$ cat src/design/sgpio_params.svh
`ifndef SGPIO_PARAMS_SVH
`define SGPIO_PARAMS_SVH
`define SGPIO_OFF_DATA 12'h000
`define SGPIO_OFF_DIR 12'h004
`define SGPIO_OFF_ANALOG 12'h008
`define SGPIO_OFF_STATUS 12'h00C
`define SGPIO_RST_DIR 6'h3F
`define SGPIO_RST_LATCH 6'h00
`define SGPIO_RST_ANALOG 6'h3F
`define SGPIO_PIN_LSB 0
`define SGPIO_PIN_MSB 5
`endif

$ cat src/design/sgpio_pkg.sv
`default_nettype none
package sgpio_pkg;
  localparam int SGPIO_NPINS = 6;
  typedef logic [SGPIO_NPINS-1:0] sgpio_pins_t;
  typedef struct packed {
    sgpio_pins_t out;
    sgpio_pins_t oe;
  } sgpio_drive_s;
  typedef enum logic [1:0] {
    SGPIO_IDLE   = 2'b01,
    SGPIO_ACCESS = 2'b10
  } sgpio_phase_e;
endpackage
`default_nettype wire

$ cat src/design/sgpio_pin_cell.sv
`include "sgpio_params.svh"
`default_nettype none
module sgpio_pin_cell
  import sgpio_pkg::*;
(
  // clock and reset
  input  wire logic        pclk,
  input  wire logic        presetn,
  // configuration
  input  wire sgpio_pins_t latch_in,
  input  wire sgpio_pins_t dir_in,
  input  wire sgpio_pins_t analog_in,
  // pad side
  input  wire sgpio_pins_t pin_in,
  output var  sgpio_drive_s drive,
  output var  sgpio_pins_t  levels
);
  typedef struct packed {
    sgpio_drive_s drive;
    sgpio_pins_t  levels;
  } sgpio_cell_s;
  sgpio_cell_s st_r;
  sgpio_cell_s st_nxt;

  always_comb begin
    st_nxt = st_r;
    st_nxt.drive.out = latch_in;
    // analog select only affects the input path
    st_nxt.drive.oe  = ~dir_in;
    st_nxt.levels    = pin_in & ~analog_in;
  end

  always_ff @(posedge pclk or negedge presetn) begin
    if (!presetn) begin
      st_r <= '0;
    end else begin
      st_r <= st_nxt;
    end
  end

  assign drive  = st_r.drive;
  assign levels = st_r.levels;
endmodule
`default_nettype wire

$ cat src/design/sgpio_port.sv
// Added by the designer: register access over APB and the placing of the registers.
`include "sgpio_params.svh"
`default_nettype none
module sgpio_port
  import sgpio_pkg::*;
(
  // apb
  input  wire logic        pclk,
  input  wire logic        presetn,
  input  wire logic        psel,
  input  wire logic        penable,
  input  wire logic        pwrite,
  input  wire logic [11:0] paddr,
  input  wire logic [31:0] pwdata,
  output var  logic [31:0] prdata,
  output var  logic        pready,
  output var  logic        pslverr,
  // pins
  input  wire logic [5:0]  pin_i,
  output var  logic [5:0]  pin_o,
  output var  logic [5:0]  pin_oe
);
  typedef struct packed {
    sgpio_pins_t  latch;
    sgpio_pins_t  dir;
    sgpio_pins_t  analog;
    sgpio_phase_e phase;
    logic [31:0]  rdata;
    logic         ready;
    logic         err;
  } sgpio_state_s;

  sgpio_state_s st_r;
  sgpio_state_s st_nxt;
  sgpio_drive_s drive;
  sgpio_pins_t  levels;

  function automatic logic addr_hit(input logic [11:0] a);
    addr_hit = (a == `SGPIO_OFF_DATA) || (a == `SGPIO_OFF_DIR) ||
               (a == `SGPIO_OFF_ANALOG) || (a == `SGPIO_OFF_STATUS);
  endfunction

  sgpio_pin_cell u_cell (
    .pclk      (pclk),
    .presetn   (presetn),
    .latch_in  (st_r.latch),
    .dir_in    (st_r.dir),
    .analog_in (st_r.analog),
    .pin_in    (pin_i),
    .drive     (drive),
    .levels    (levels)
  );

  always_comb begin
    st_nxt = st_r;
    st_nxt.ready = 1'b0;
    st_nxt.err   = 1'b0;
    unique case (st_r.phase)
      SGPIO_IDLE: begin
        if (psel && !penable) begin
          st_nxt.phase = SGPIO_ACCESS;
          st_nxt.ready = 1'b1;
          st_nxt.err   = !addr_hit(paddr);
          st_nxt.rdata = 32'h0000_0000;
          if (!pwrite) begin
            unique case (paddr)
              // upper bits stay zero so reserved bits read as zero
              `SGPIO_OFF_DATA:   st_nxt.rdata = {26'h0, levels};
              `SGPIO_OFF_DIR:    st_nxt.rdata = {26'h0, st_r.dir};
              `SGPIO_OFF_ANALOG: st_nxt.rdata = {26'h0, st_r.analog};
              `SGPIO_OFF_STATUS: st_nxt.rdata = {26'h0, drive.oe};
              default:           st_nxt.rdata = 32'h0000_0000;
            endcase
          end
        end
      end
      SGPIO_ACCESS: begin
        st_nxt.phase = SGPIO_IDLE;
        if (psel && penable && pwrite) begin
          unique case (paddr)
            `SGPIO_OFF_DATA:   st_nxt.latch = pwdata[5:0];
            `SGPIO_OFF_DIR:    st_nxt.dir = pwdata[5:0];
            `SGPIO_OFF_ANALOG: st_nxt.analog = pwdata[5:0];
            default:           st_nxt.latch = st_r.latch;
          endcase
        end
      end
      default: st_nxt.phase = SGPIO_IDLE;
    endcase
  end

  always_ff @(posedge pclk or negedge presetn) begin
    if (!presetn) begin
      st_r.latch  <= `SGPIO_RST_LATCH;
      st_r.dir    <= `SGPIO_RST_DIR;
      st_r.analog <= `SGPIO_RST_ANALOG;
      st_r.phase  <= SGPIO_IDLE;
      st_r.rdata  <= 32'h0000_0000;
      st_r.ready  <= 1'b0;
      st_r.err    <= 1'b0;
    end else begin
      st_r <= st_nxt;
    end
  end

  always_comb begin
    prdata  = st_r.rdata;
    pready  = st_r.ready;
    pslverr = st_r.err;
    pin_o   = drive.out;
    pin_oe  = drive.oe;
  end

  AST_INPUT_TRISTATE: assert property (@(posedge pclk) disable iff (!presetn)
    st_r.dir[0] && $stable(st_r.dir) |=> !pin_oe[0])
    else $error("input pin still driven");
  AST_OUTPUT_DRIVES: assert property (@(posedge pclk) disable iff (!presetn)
    !st_r.dir[1] && $stable(st_r.dir) && $stable(st_r.latch)
    |=> pin_oe[1] && pin_o[1] == $past(st_r.latch[1]))
    else $error("output pin not driving latch");
  AST_ANALOG_READS_ZERO: assert property (@(posedge pclk) disable iff (!presetn)
    st_r.analog[2] |=> !levels[2] || $fell(st_r.analog[2]))
    else $error("analog pin read nonzero");
  AST_DIGITAL_FOLLOWS_PIN: assert property (@(posedge pclk) disable iff (!presetn)
    !st_r.analog[3] |=> levels[3] == $past(pin_i[3]))
    else $error("digital level not sampled");
  AST_ANALOG_KEEPS_DRIVE: assert property (@(posedge pclk) disable iff (!presetn)
    st_r.analog[4] && !st_r.dir[4] && $stable(st_r.dir) |=> pin_oe[4])
    else $error("analog select cut drive");
  AST_READ_UPPER_ZERO: assert property (@(posedge pclk) disable iff (!presetn)
    pready |-> prdata[7:6] == 2'b00)
    else $error("reserved bits read nonzero");
  AST_ONE_WAIT: assert property (@(posedge pclk) disable iff (!presetn)
    psel && !penable && st_r.phase == SGPIO_IDLE |=> pready ##1 !pready)
    else $error("apb answer timing wrong");
  AST_DIR_WRITE: assert property (@(posedge pclk) disable iff (!presetn)
    psel && penable && pwrite && pready && paddr == `SGPIO_OFF_DIR |=> st_r.dir == $past(pwdata[5:0]))
    else $error("direction write lost");

  // a request is taken in its setup cycle; a write lands at the edge where pready is high
  logic chk_setup;
  logic chk_commit;
  assign chk_setup  = psel && !penable && (st_r.phase == SGPIO_IDLE);
  assign chk_commit = psel && penable && pwrite && pready;

  // pad drive, all pins at once; the cell flop puts one cycle between register and pin
  AST_OE_ALL_PINS: assert property (@(posedge pclk) disable iff (!presetn)
    1'b1
    |=> pin_oe == ~$past(st_r.dir))
    else $error("output enable not the inverse of direction");
  AST_OUT_ALL_PINS: assert property (@(posedge pclk) disable iff (!presetn)
    1'b1
    |=> pin_o == $past(st_r.latch))
    else $error("pin output not the latch value");
  AST_OE_HOLDS: assert property (@(posedge pclk) disable iff (!presetn)
    $stable(st_r.dir)
    |=> $stable(pin_oe))
    else $error("output enable moved without direction change");
  AST_OUT_HOLDS: assert property (@(posedge pclk) disable iff (!presetn)
    $stable(st_r.latch)
    |=> $stable(pin_o))
    else $error("pin output moved without latch change");
  AST_ANALOG_OE_UNTOUCHED: assert property (@(posedge pclk) disable iff (!presetn)
    $changed(st_r.analog) && $stable(st_r.dir)
    |=> $stable(pin_oe))
    else $error("analog select changed output enable");
  AST_ANALOG_OUT_UNTOUCHED: assert property (@(posedge pclk) disable iff (!presetn)
    $changed(st_r.analog) && $stable(st_r.latch)
    |=> $stable(pin_o))
    else $error("analog select changed pin output");

  // input path
  AST_ANALOG_ALL_ZERO: assert property (@(posedge pclk) disable iff (!presetn)
    1'b1
    |=> (levels & $past(st_r.analog)) == 6'h00)
    else $error("analog pin level not zero");
  AST_DIGITAL_ALL_PINS: assert property (@(posedge pclk) disable iff (!presetn)
    1'b1
    |=> (levels | $past(st_r.analog)) == ($past(pin_i) | $past(st_r.analog)))
    else $error("digital level differs from pin");
  AST_LEVELS_NEED_PIN: assert property (@(posedge pclk) disable iff (!presetn)
    1'b1
    |=> (levels & ~$past(pin_i)) == 6'h00)
    else $error("level high while pin was low");

  // bus answer; a reset mid-transfer drops the answer, so these stay under the disable
  AST_READY_ONE_PULSE: assert property (@(posedge pclk) disable iff (!presetn)
    pready
    |=> !pready)
    else $error("ready held longer than one cycle");
  AST_READY_NEEDS_SETUP: assert property (@(posedge pclk) disable iff (!presetn)
    !chk_setup
    |=> !pready)
    else $error("ready without a setup cycle");
  AST_READY_IS_ACCESS: assert property (@(posedge pclk) disable iff (!presetn)
    1'b1
    |-> pready == (st_r.phase == SGPIO_ACCESS))
    else $error("ready and access phase disagree");
  AST_PHASE_LEGAL: assert property (@(posedge pclk) disable iff (!presetn)
    1'b1
    |-> (st_r.phase == SGPIO_IDLE) || (st_r.phase == SGPIO_ACCESS))
    else $error("bus phase code illegal");
  AST_ACCESS_ENDS: assert property (@(posedge pclk) disable iff (!presetn)
    st_r.phase == SGPIO_ACCESS
    |=> st_r.phase == SGPIO_IDLE)
    else $error("access phase longer than one cycle");
  AST_PHASE_AFTER_SETUP: assert property (@(posedge pclk) disable iff (!presetn)
    chk_setup
    |=> st_r.phase == SGPIO_ACCESS)
    else $error("setup not followed by access");
  AST_IDLE_WITHOUT_SETUP: assert property (@(posedge pclk) disable iff (!presetn)
    st_r.phase == SGPIO_IDLE && !chk_setup
    |=> st_r.phase == SGPIO_IDLE)
    else $error("access phase without setup");
  AST_ERR_ONLY_WITH_READY: assert property (@(posedge pclk) disable iff (!presetn)
    pslverr
    |-> pready)
    else $error("error flag without ready");
  AST_ERR_UNMAPPED: assert property (@(posedge pclk) disable iff (!presetn)
    chk_setup && !addr_hit(paddr)
    |=> pslverr)
    else $error("unmapped address not flagged");
  AST_NO_ERR_MAPPED: assert property (@(posedge pclk) disable iff (!presetn)
    chk_setup && addr_hit(paddr)
    |=> !pslverr)
    else $error("mapped address flagged");
  AST_RDATA_HOLDS: assert property (@(posedge pclk) disable iff (!presetn)
    !chk_setup
    |=> $stable(prdata))
    else $error("read data moved without a request");

  // read data
  AST_READ_DATA_LEVELS: assert property (@(posedge pclk) disable iff (!presetn)
    chk_setup && !pwrite && (paddr == `SGPIO_OFF_DATA)
    |=> prdata == {26'h0, $past(levels)})
    else $error("data read not the pin levels");
  AST_READ_DIR_BITS: assert property (@(posedge pclk) disable iff (!presetn)
    chk_setup && !pwrite && (paddr == `SGPIO_OFF_DIR)
    |=> prdata == {26'h0, $past(st_r.dir)})
    else $error("direction read wrong");
  AST_READ_ANALOG_BITS: assert property (@(posedge pclk) disable iff (!presetn)
    chk_setup && !pwrite && (paddr == `SGPIO_OFF_ANALOG)
    |=> prdata == {26'h0, $past(st_r.analog)})
    else $error("analog select read wrong");
  AST_READ_STATUS_BITS: assert property (@(posedge pclk) disable iff (!presetn)
    chk_setup && !pwrite && (paddr == `SGPIO_OFF_STATUS)
    |=> prdata == {26'h0, $past(pin_oe)})
    else $error("status read wrong");
  AST_READ_UNMAPPED_ZERO: assert property (@(posedge pclk) disable iff (!presetn)
    chk_setup && !pwrite && !addr_hit(paddr)
    |=> prdata == 32'h0000_0000)
    else $error("unmapped read not zero");
  AST_WRITE_ANSWER_ZERO: assert property (@(posedge pclk) disable iff (!presetn)
    chk_setup && pwrite
    |=> prdata == 32'h0000_0000)
    else $error("write answer carried data");
  AST_UPPER_BITS_ZERO: assert property (@(posedge pclk) disable iff (!presetn)
    1'b1
    |-> prdata[31:6] == 26'h0)
    else $error("unimplemented read bits nonzero");

  // register writes; a write whose address misses must leave every register untouched
  AST_DATA_WRITE: assert property (@(posedge pclk) disable iff (!presetn)
    chk_commit && (paddr == `SGPIO_OFF_DATA)
    |=> st_r.latch == $past(pwdata[5:0]))
    else $error("data write lost");
  AST_ANALOG_WRITE: assert property (@(posedge pclk) disable iff (!presetn)
    chk_commit && (paddr == `SGPIO_OFF_ANALOG)
    |=> st_r.analog == $past(pwdata[5:0]))
    else $error("analog select write lost");
  AST_LATCH_HOLDS: assert property (@(posedge pclk) disable iff (!presetn)
    !(chk_commit && (paddr == `SGPIO_OFF_DATA))
    |=> $stable(st_r.latch))
    else $error("latch changed without a data write");
  AST_DIR_HOLDS: assert property (@(posedge pclk) disable iff (!presetn)
    !(chk_commit && (paddr == `SGPIO_OFF_DIR))
    |=> $stable(st_r.dir))
    else $error("direction changed without a write");
  AST_ANALOG_HOLDS: assert property (@(posedge pclk) disable iff (!presetn)
    !(chk_commit && (paddr == `SGPIO_OFF_ANALOG))
    |=> $stable(st_r.analog))
    else $error("analog select changed without a write");
  AST_STATUS_WRITE_IGNORED: assert property (@(posedge pclk) disable iff (!presetn)
    chk_commit && (paddr == `SGPIO_OFF_STATUS)
    |=> $stable(st_r.dir) && $stable(st_r.latch) && $stable(st_r.analog))
    else $error("status write changed a register");
  AST_STRAY_WRITE_IGNORED: assert property (@(posedge pclk) disable iff (!presetn)
    chk_commit && !addr_hit(paddr)
    |=> $stable(st_r.dir) && $stable(st_r.latch) && $stable(st_r.analog))
    else $error("unmapped write changed a register");
  AST_READ_KEEPS_REGS: assert property (@(posedge pclk) disable iff (!presetn)
    psel && penable && !pwrite && pready
    |=> $stable(st_r.dir) && $stable(st_r.latch) && $stable(st_r.analog))
    else $error("read changed a register");
endmodule
`default_nettype wire

$ cat config.mk
export PLATFORM = sky130hd
export DESIGN_NAME = sgpio_port
export DESIGN_NICKNAME = d
export VERILOG_FILES = /design/src/design/sgpio_pkg.sv /design/src/design/sgpio_pin_cell.sv /design/src/design/sgpio_port.sv
export VERILOG_INCLUDE_DIRS = /design/src /design/src/design
export SDC_FILE = /design/constraint.sdc
export NUM_CORES = 1
export LEC_CHECK = 0
export BUFFER_PORTS_ARGS = -buffer_cell sky130_fd_sc_hd__buf_2
export CAP_MARGIN = 30
export CELL_PAD_IN_SITES_DETAIL_PLACEMENT = 1
export CELL_PAD_IN_SITES_GLOBAL_PLACEMENT = 2
export CORE_UTILIZATION = 30
export CTS_BUF_LIST = sky130_fd_sc_hd__clkbuf_16
export DETAILED_ROUTE_END_ITERATION = 7
export GPL_ROUTABILITY_DRIVEN = 0
export PLACE_DENSITY_LB_ADDON = 0.1
export SYNTH_ARGS = -nofsm -noshare
export SYNTH_HDL_FRONTEND = slang
export SYNTH_SLANG_ARGS = --single-unit
$ cat constraint.sdc
create_clock -name pclk -period 3.4 [get_ports pclk]
set_input_delay 0.17 -clock pclk [delete_from_list [all_inputs] [get_ports pclk]]
set_output_delay 0.17 -clock pclk [all_outputs]
set_load 0.05 [all_outputs]
==> results of run 1 <==
-- logic make-up after synthesis --
family / after synthesis
DFF: 46
AOI/OAI and AO/OA: 7
and+or+nand+nor: 24
muxes: 24
buffers and inverters: 50
other: 1
-- stage by stage --
step	total power, mW	hold slack [ns]
detailed placement	0.699	0.150
floorplan	0.682	-0.126
global placement	0.694	0.365
CTS	1.16	0.110
global route	1.18	0.117
finish	1.13	0.116
-- layout make-up --
cell class	instances	area, um2
fill	707	4100
sequential	46	1170
multi-input combinational	81	672
timing repair buffer	50	270
clock buffer	5	125
tap	77	96.3
inverter	14	52.6
clock inverter	3	11.3
-- repair_timing --
action                                 CTS  global route
endpoints found under the hold margin   13             0
hold buffers                             1             0
buffers inserted                         0             0
-- synthesized netlist by cell type, drive strengths merged, types with 6 or more instances --
library cell and number:
buf 34, dfrtp 33, dfstp 13, inv 14, mux2 18, mux4 6
nand2 6, nor2b 6, o21ai 6
-- power by group through the flow --
stage | registers (mW) | clock network, mW | logic, mW
floorplan | 0.571 | 0 | 0.111
global placement | 0.566 | 0 | 0.128
detailed placement | 0.567 | 0 | 0.132
CTS | 0.557 | 0.469 | 0.133
global route | 0.558 | 0.483 | 0.141
finish | 0.557 | 0.445 | 0.131
-- layout by cell type (no fill, tap or decap), drive strengths merged, types with 3 or more instances in the layout --
master,n
buf,49
clkbuf,5
clkinv,3
conb,26
dfrtp,33
dfstp,13
inv,14
mux2,18
mux4,6
nand2,6
nor2b,6
o21ai,6
-- flip-flops by register name, summed over array words and instances, names as in the netlist --
register       flops
st_r              20
u_cell.drive      12
prdata             6
u_cell.levels      6
pready             1
pslverr            1
-- per-layer routing --
| metal | GRT usage, % | part of all wire [%] | wire length [um] | up-vias |
|---|---|---|---|---|
| met2 | 21.4 | 54 | 2150 | 47 |
| met1 | 13.6 | 39 | 1550 | 597 |
| met4 | 4.62 | 1.1 | 44 | 0 |
| li1 | - | - | - | 536 |
| met5 | 0 | 0 | 0 | - |
| met3 | 2.63 | 5.2 | 206 | 4 |
-- worst max path at each step --
stage,startpoint,end,slack [ns],cells after the start
2_1_floorplan,st_r[34]$_DFFE_PN1P_,st_r[48]$_DFFE_PN0P_,1.65,5
3_3_place_gp,st_r[34]$_DFFE_PN1P_,st_r[36]$_DFFE_PN1P_,1.32,4
3_5_place_dp,st_r[34]$_DFFE_PN1P_,st_r[38]$_DFFE_PN1P_,1.31,4
4_1_cts,st_r[34]$_DFFE_PN1P_,st_r[38]$_DFFE_PN1P_,1.30,4
5_1_grt,st_r[34]$_DFFE_PN1P_,st_r[39]$_DFFE_PN1P_,1.24,4
6_report,st_r[34]$_DFFE_PN1P_,st_r[38]$_DFFE_PN1P_,1.37,4
==> results.sh, run 1 <==
export IMPL_cp_start_kind="flop"
export IMPL_fmax_ghz=0.493
export IMPL_place_area_um2=2250
export IMPL_yosys_area_share_adder_pct=0
export IMPL_cts_buffers=5
export IMPL_synthesis_area_um2=2060
export IMPL_rr_startpoint="st_r[34]$_DFFE_PN1P_"
export IMPL_p_clk_share_pct=39.3
export IMPL_drtIter0Drc=50
export IMPL_min_delay_start="pin_i[0]"
export IMPL_dp_cells=267
export IMPL_area_growth_pct=16.1
export IMPL_slowest_stage="nor3b_2"
export IMPL_p_sw_share_pct=25.0
export IMPL_cp_top_family="simple AND/OR/NAND/NOR gates"
export IMPL_worstMarginPinSlew_ns=0.686
export IMPL_r2r_slack_ns=1.37
export IMPL_grt_start_max_net_pins=28
export IMPL_hp_class="primary input to flop"
export IMPL_viasPerCell=4.29
export IMPL_die_w_um=84.9
export IMPL_synth_compound_area_share_pct=1.76
export IMPL_max_cap_violations=0
export IMPL_critical_path_class="flop to flop"
export IMPL_crit_buf_inv=0
export IMPL_antenna_found_initial=0
export IMPL_numClockSinks=46
export IMPL_fin_skew_ns=0.00357
export IMPL_dp_slack_ns=1.31
export IMPL_hold_violations=0
export IMPL_seq_power_share_pct=49.2
export IMPL_synth_cell_types=26
export IMPL_setup_tns_ns=0
export IMPL_clk_pin_slew_ns=0.06
export IMPL_required_ns=3.60
export IMPL_drt_pass1_iterations=8
export IMPL_die_h_um=84.9
export IMPL_violations="DRC"
export IMPL_switchingPower_uw=283
export IMPL_relSlewSlack_pct=54.1
export IMPL_comb_power_share_pct=11.6
export IMPL_synth_simple_area_share_pct=8.61
export IMPL_cpPeakStageDelay_ns=0.63
export IMPL_ctsLongestPathBuffers=2
export IMPL_hold_depth=2
export IMPL_synth_top_area_share_pct=40.0
export IMPL_cts_root_buf="clkbuf_16"
export IMPL_routedWlPerCell_um=14.3
export IMPL_synth_warnings=0
export IMPL_insertion_delay_ns=0.28
export IMPL_timing_rr_end="st_r[38]$_DFFE_PN1P_"
export IMPL_min_period_ns=2.03
export IMPL_seq_area_frac_synth_pct=56.6
export IMPL_cp_cell_sequence="nor4b_1 -> nand4_2 -> nor3b_2 -> mux2_2"
export IMPL_routed_wl_um=3950
export IMPL_synthXorXnorAreaFrac_pct=0
export IMPL_hold_path_end="u_cell.levels[0]$_DFF_PN0_"
export IMPL_vdd_drop_max_mv=0.208
export IMPL_min_period_over_period_pct=59.6
export IMPL_synth_top_family_by_area="multiplexers"
export IMPL_cts_max_level=2
export IMPL_end_kind="flop"
export IMPL_port_buffers=48
export IMPL_syn_inst=152
export IMPL_antenna_left=0
export IMPL_crit_fanout=6
export IMPL_vias=1184
export IMPL_cts_resized=0
export IMPL_cts_tree="done"
export IMPL_powerDensity_nw_per_um2=473
export IMPL_critPathArrivalTime_ns=2.23
export IMPL_dieArea_um2=7210
export IMPL_yosys_register_bits=46
export IMPL_p_int_uw=850
export IMPL_finalSetupViolations=0
export IMPL_synth_top_cells_by_area="dfrtp_1 40%, dfstp_2 17%, buf_4 12%, mux2_2 6.5%, mux4_2 6.5%"
export IMPL_yosys_most_used_dff="dfrtp_1"
export IMPL_fin_area_um2=2390
export IMPL_drc=7
export IMPL_dpl_hpwl_um=2960
export IMPL_status="finished with violations"
export IMPL_synthMuxAreaShare_pct=17.5
export IMPL_postLayoutCoreUtil_pct=36.9
export IMPL_p_leak_nw=1.18
export IMPL_core_area_um2=6490
export IMPL_finalNonFillerCells=276
export IMPL_rsz0062_at_grt="no"
export IMPL_io_pins=101
export IMPL_nNetsFinal=253
export IMPL_grt_pass1_vias=1255
export IMPL_grt_use_total_pct=11.8
export IMPL_maxSlewViolCount=0
export IMPL_overflow=0
export IMPL_layout_setup_ws_ns=1.37
export IMPL_async_flop_share_pct=100
export IMPL_avgSynthCellArea_um2=13.6
export IMPL_worstRegToRegCells=4
export IMPL_yosysTopAreaCell="dfrtp_1"
export IMPL_num_rows=29
export IMPL_start_util_pct=31.8
export IMPL_synth_edf_count=0
export IMPL_num_antenna_cells=0
export IMPL_grt_pass1_wl_um=6340
export IMPL_drive_above_1_share_pct=48.2
(Power assumes the default switching activity.)
==> inputs of run 2 (changes only) <==
--- a/config.mk
+++ b/config.mk
@@ -10,7 +10,7 @@
 export CAP_MARGIN = 30
 export CELL_PAD_IN_SITES_DETAIL_PLACEMENT = 1
 export CELL_PAD_IN_SITES_GLOBAL_PLACEMENT = 2
-export CORE_UTILIZATION = 30
+export CORE_UTILIZATION = 28
 export CTS_BUF_LIST = sky130_fd_sc_hd__clkbuf_16
 export DETAILED_ROUTE_END_ITERATION = 7
 export GPL_ROUTABILITY_DRIVEN = 0
==> constraint.sdc (replaced) <==
create_clock -name pclk -period 1.9 [get_ports pclk]
set_input_delay 0.095 -clock pclk [delete_from_list [all_inputs] [get_ports pclk]]
set_output_delay 0.095 -clock pclk [all_outputs]
set_load 0.05 [all_outputs]
==> results.sh, run 2 (synthesis results as in run 1) <==
export IMPL_core_area_um2=6940
export IMPL_finalSetupViolations=0
export IMPL_worstSetupStartpoint="st_r[34]$_DFFE_PN1P_"
export IMPL_grt_start_max_net_pins=47
export IMPL_required_ns=2.11
export IMPL_antenna_left=0
export IMPL_vdd_drop_max_mv=0.359
export IMPL_fmax_ghz=0.564
export IMPL_postLayoutCoreUtil_pct=35.5
export IMPL_grt_use_met3_pct=3.49
export IMPL_postCtsSetupRepairBufs=0
export IMPL_relSlewSlack_pct=60.8
export IMPL_finalNonFillerCells=302
export IMPL_worstRegToRegCells=6
export IMPL_grt_pass1_wl_um=6490
export IMPL_io_pins=101
export IMPL_place_area_um2=2320
export IMPL_overflow=0
export IMPL_hold_violations=0
export IMPL_dp_cells=294
export IMPL_largest_register_ff_count=20
export IMPL_die_h_um=87.8
export IMPL_r2r_slack_ns=0.13
export IMPL_p_leak_nw=1.22
export IMPL_drtIter0Drc=33
export IMPL_area_growth_pct=19.6
export IMPL_drive_above_1_share_pct=51.0
export IMPL_drc=0
export IMPL_dpl_hpwl_um=3040
export IMPL_min_period_ns=1.77
export IMPL_crit_buf_inv=2
export IMPL_numClockSinks=46
export IMPL_drt_pass1_iterations=4
export IMPL_ctsLongestPathBuffers=2
export IMPL_routed_wl_um=4200
export IMPL_powerDensity_nw_per_um2=826
export IMPL_num_rows=30
export IMPL_final_common_cell="buf_2"
export IMPL_setup_tns_ns=0
export IMPL_critPathCapture="st_r[38]$_DFFE_PN1P_"
export IMPL_hp_class="primary input to flop"
export IMPL_end_kind="flop"
export IMPL_worstSetupPathDepth=6
export IMPL_maxSlewViolCount=0
export IMPL_crit_top_cell="buf_4"
export IMPL_layout_setup_ws_ns=0.126
export IMPL_routedWlPerCell_um=13.9
export IMPL_timing_rr_end="st_r[38]$_DFFE_PN1P_"
export IMPL_cp_cell_sequence="nor4b_2 -> nand4_2 -> buf_4 -> nor3b_2 -> buf_4 -> mux2_2"
export IMPL_port_buffers=48
export IMPL_fin_area_um2=2470
export IMPL_viasPerCell=4.04
export IMPL_cp_start_kind="flop"
export IMPL_grt_use_total_pct=12.0
export IMPL_dp_slack_ns=0.0468
export IMPL_clk_pin_slew_ns=0.06
export IMPL_insertion_delay_ns=0.28
export IMPL_crit_fanout=4
export IMPL_max_cap_violations=0
export IMPL_min_period_over_period_pct=93.4
export IMPL_antenna_found_initial=0
export IMPL_rsz0062_at_grt="no"
export IMPL_cts_max_level=2
export IMPL_regMostFlops="st_r"
export IMPL_vias=1221
export IMPL_die_w_um=87.8
export IMPL_grt_pass1_vias=1239
export IMPL_rr_startpoint="st_r[34]$_DFFE_PN1P_"
export IMPL_worstMarginPinSlew_ns=0.588
export IMPL_slowest_stage="dfstp_2"
export IMPL_fin_skew_ns=0.00146
export IMPL_critPathArrivalTime_ns=1.99
export IMPL_cts_buffers=5
export IMPL_dieArea_um2=7720
export IMPL_status="complete, no violations"
export IMPL_cpPeakStageDelay_ns=0.37
export IMPL_nNetsFinal=261
export IMPL_gr_max_usage_layer="met2"
export IMPL_cts_tree="done"
export IMPL_num_antenna_cells=0
export IMPL_mostFrequentLayoutCells="48 x buf_2, 33 x dfrtp_1, 26 x conb_1, 15 x inv_1, 13 x dfstp_2"
export IMPL_use_met1_pct=14.1
export IMPL_global_route_usage_met2_pct=20.1
export IMPL_cp_top_family="simple AND/OR/NAND/NOR gates"
export IMPL_cts_root_buf="clkbuf_16"
export IMPL_start_util_pct=29.7
export IMPL_critical_path_class="flop to flop"
## run 2: cell types whose count changed in the layout (fill, tap and decap cells not counted)
cell      delta
buf_4        +9
clkinv_1     -2
buf_12       -1
inv_1        +1
nor4b_1      -1
nor4b_2      +1
## run 2: layer usage
| layer | vias to the layer above | share of wire, % |
|---|---|---|
| li1 | 548 | - |
| met1 | 611 | 41 |
| met2 | 56 | 50 |
| met3 | 6 | 7.5 |
| met4 | 0 | 2.0 |
| met5 | - | 0 |
## run 2: where the power goes
group | switching (mW) | internal [mW] | leakage [nW] | total (mW)
sequential | 0.00346 | 0.994 | 0.548 | 0.997
combinational | 0.181 | 0.0535 | 0.604 | 0.234
clock | 0.337 | 0.470 | 0.0685 | 0.807
total | 0.522 | 1.52 | 1.22 | 2.04
## run 2: cell type report
type / count / area (um2)
clock buffers: 5 / 125
clock inverters: 2 / 7.51
fillers: 765 / 4480
inverters: 14 / 52.6
multi-input cells: 81 / 678
flip-flops and latches: 46 / 1170
well taps: 96 / 120
repair buffers: 58 / 318
## run 2: worst min-delay path by stage
| stage | slack (ns) | to | from | cells past startpoint |
|---|---|---|---|---|
| finish | 0.03 | u_cell.levels[0]$_DFF_PN0_ | pin_i[0] | 2 |
| global route | 0.05 | u_cell.levels[3]$_DFF_PN0_ | pin_i[3] | 2 |
| CTS | 0.02 | u_cell.levels[0]$_DFF_PN0_ | pin_i[0] | 2 |
| detailed placement | 0.22 | u_cell.drive[5]$_DFF_PN0_ | presetn | 2 |
| global placement | 0.21 | u_cell.drive[5]$_DFF_PN0_ | presetn | 2 |
| floorplan | -0.20 | prdata[0]$_DFFE_PN0P_ | presetn | 0 |
## run 2: per-stage QoR
step	power [mW]	hold slack, ns
global placement	1.25	0.212
finish	2.04	0.0284
detailed placement	1.25	0.225
floorplan	1.22	-0.201
CTS	2.07	0.0219
global route	2.14	0.0488
## run 2: what timing repair did
action / CTS / global route
endpoints found under the setup margin: 0 / 17
gates resized for setup: 0 / 1
hold buffers: 1 / 0
endpoints found under the hold margin: 33 / 0
==> inputs of run 3 (changes only) <==
--- a/config.mk
+++ b/config.mk
@@ -10,7 +10,7 @@
 export CAP_MARGIN = 30
 export CELL_PAD_IN_SITES_DETAIL_PLACEMENT = 1
 export CELL_PAD_IN_SITES_GLOBAL_PLACEMENT = 2
-export CORE_UTILIZATION = 28
+export CORE_UTILIZATION = 25
 export CTS_BUF_LIST = sky130_fd_sc_hd__clkbuf_16
 export DETAILED_ROUTE_END_ITERATION = 7
 export GPL_ROUTABILITY_DRIVEN = 0
==> constraint.sdc (replaced) <==
create_clock -name pclk -period 1.6 [get_ports pclk]
set_input_delay 0.08 -clock pclk [delete_from_list [all_inputs] [get_ports pclk]]
set_output_delay 0.08 -clock pclk [all_outputs]
set_load 0.05 [all_outputs]
==> results.sh, run 3 (synthesis results as in run 1) <==
export IMPL_die_w_um=92.8
export IMPL_max_cap_violations=0
export IMPL_end_kind="flop"
export IMPL_num_antenna_cells=0
export IMPL_dieArea_um2=8620
export IMPL_min_period_over_period_pct=108
export IMPL_clk_pin_slew_ns=0.06
export IMPL_finalNonFillerCells=308
export IMPL_insertion_delay_ns=0.28
export IMPL_p_leak_nw=1.24
export IMPL_io_pins=101
export IMPL_drt_pass1_iterations=3
export IMPL_finalSetupViolations=18
export IMPL_nNetsFinal=261
export IMPL_overflow=0
export IMPL_cpPeakStageDelay_ns=0.39
export IMPL_ctsLongestPathBuffers=2
export IMPL_drive_above_1_share_pct=51.0
export IMPL_numClockSinks=46
export IMPL_viasPerCell=3.90
export IMPL_cts_root_buf="clkbuf_16"
export IMPL_dpl_hpwl_um=3190
export IMPL_total_power_mw=2.43
export IMPL_critical_path_class="flop to flop"
export IMPL_cts_max_level=2
export IMPL_antenna_left=0
export IMPL_hp_class="primary input to flop"
export IMPL_grt_pass1_vias=1262
export IMPL_antenna_found_initial=0
export IMPL_num_rows=32
export IMPL_min_period_ns=1.72
export IMPL_die_h_um=92.8
export IMPL_hold_violations=0
export IMPL_regMostFlops="st_r"
export IMPL_grt_pass1_wl_um=6780
export IMPL_routed_wl_um=4360
export IMPL_cp_cell_sequence="nor4b_4 -> nand4_2 -> or3_1 -> buf_6 -> mux2_4"
export IMPL_vias=1200
export IMPL_grt_start_max_net_pins=47
export IMPL_drc=0
export IMPL_routedWlPerCell_um=14.1
export IMPL_layout_setup_ws_ns=-0.122
export IMPL_status="finished with violations"
export IMPL_powerDensity_nw_per_um2=968
export IMPL_core_area_um2=7850
export IMPL_dp_cells=298
export IMPL_start_util_pct=26.3
export IMPL_hold_depth=2
export IMPL_rsz0062_at_grt="yes"
export IMPL_cp_start_kind="flop"
export IMPL_largest_register_ff_count=20
export IMPL_crit_fanout=6
export IMPL_area_growth_pct=21.8
export IMPL_cts_buffers=5
export IMPL_violations="setup timing"
export IMPL_mostFrequentLayoutCells="48 x buf_2, 33 x dfrtp_1, 26 x conb_1, 15 x inv_1, 13 x dfstp_2"
export IMPL_worstRegToRegCells=5
export IMPL_slowest_stage="or3_1"
export IMPL_final_common_cell="buf_2"
export IMPL_port_buffers=48
export IMPL_required_ns=1.76
export IMPL_vdd_drop_max_mv=0.342
export IMPL_worstMarginPinSlew_ns=0.597
export IMPL_maxSlewViolCount=0
export IMPL_critPathArrivalTime_ns=1.88
export IMPL_drtIter0Drc=16
export IMPL_dp_slack_ns=-0.227
export IMPL_relSlewSlack_pct=60.2
export IMPL_grt_use_total_pct=10.7
export IMPL_cts_tree="done"
export IMPL_fin_skew_ns=0.00441
export IMPL_fmax_ghz=0.581
run 3: cell types whose count changed in the layout (fill, tap and decap cells not counted):
cell,before,now
nor4b_2,1,0
nor3b_2,2,0
buf_6,0,4
nor3b_4,0,2
nor4b_4,0,1
buf_4,9,5
run 3: worst paths after layout:
path	from	end	slack (ns)
setup reg to reg	st_r[34]$_DFFE_PN1P_	st_r[51]$_DFFE_PN0P_	-0.12
max in group asynchronous	presetn	u_cell.drive[7]$_DFF_PN0_	0.77
hold reg to reg	st_r[51]$_DFFE_PN0P_	u_cell.drive[9]$_DFF_PN0_	0.38
setup / recovery	st_r[34]$_DFFE_PN1P_	st_r[51]$_DFFE_PN0P_	-0.12
min in group asynchronous	presetn	prdata[3]$_DFFE_PN0P_	0.43
hold / removal	pin_i[2]	u_cell.levels[2]$_DFF_PN0_	0.02
run 3: through the flow:
step           TNS (ns)  area [um2]  util, %  hold slack [ns]
2_1_floorplan    -0.612        2160        -           -0.216
3_3_place_gp      -1.35        2320     29.5            0.202
3_5_place_dp      -2.43        2320     29.5            0.214
4_1_cts           -2.17        2510     31.9           0.0152
5_1_grt           -3.48        2510     32.0           0.0340
6_report          -1.79        2510     32.0           0.0201
run 3: routing by layer:
| metal | vias up | track usage, % | part of all wire (%) |
|---|---|---|---|
| met4 | 0 | 3.08 | 1.0 |
| met1 | 595 | 13.5 | 44 |
| met2 | 49 | 17.6 | 49 |
| met5 | - | 0 | 0 |
| li1 | 551 | - | - |
| met3 | 5 | 3.04 | 6.1 |
run 3: cell type report:
| cell class | instances | area, um2 |
|---|---|---|
| clock buffer | 5 | 125 |
| clock inverter | 2 | 7.51 |
| fill | 892 | 5340 |
| inverter | 14 | 52.6 |
| multi-input combinational | 81 | 699 |
| sequential | 46 | 1170 |
| tap | 102 | 128 |
| timing repair buffer | 58 | 333 |
run 3: critical path: cells and delay by family, from the launching register on:
kind,cells,cell delay (ns)
mux,1,0.29
simple gates,3,0.77
buf+inv,1,0.16
flops,1,0.38
run 3: power by group:
| part | internal [mW] | total, mW | switching, mW |
|---|---|---|---|
| Clock | 0.559 | 0.958 | 0.399 |
| Combinational | 0.0663 | 0.289 | 0.222 |
| Sequential | 1.18 | 1.19 | 0.00520 |
| Total | 1.80 | 2.43 | 0.627 |
run 3: what timing repair did:
action	CTS	global route
gates resized for setup	6	1
setup endpoints to repair	18	18
pin swaps	4	1
setup buffers	2	0
endpoints found under the hold margin	33	0
hold buffers	1	0
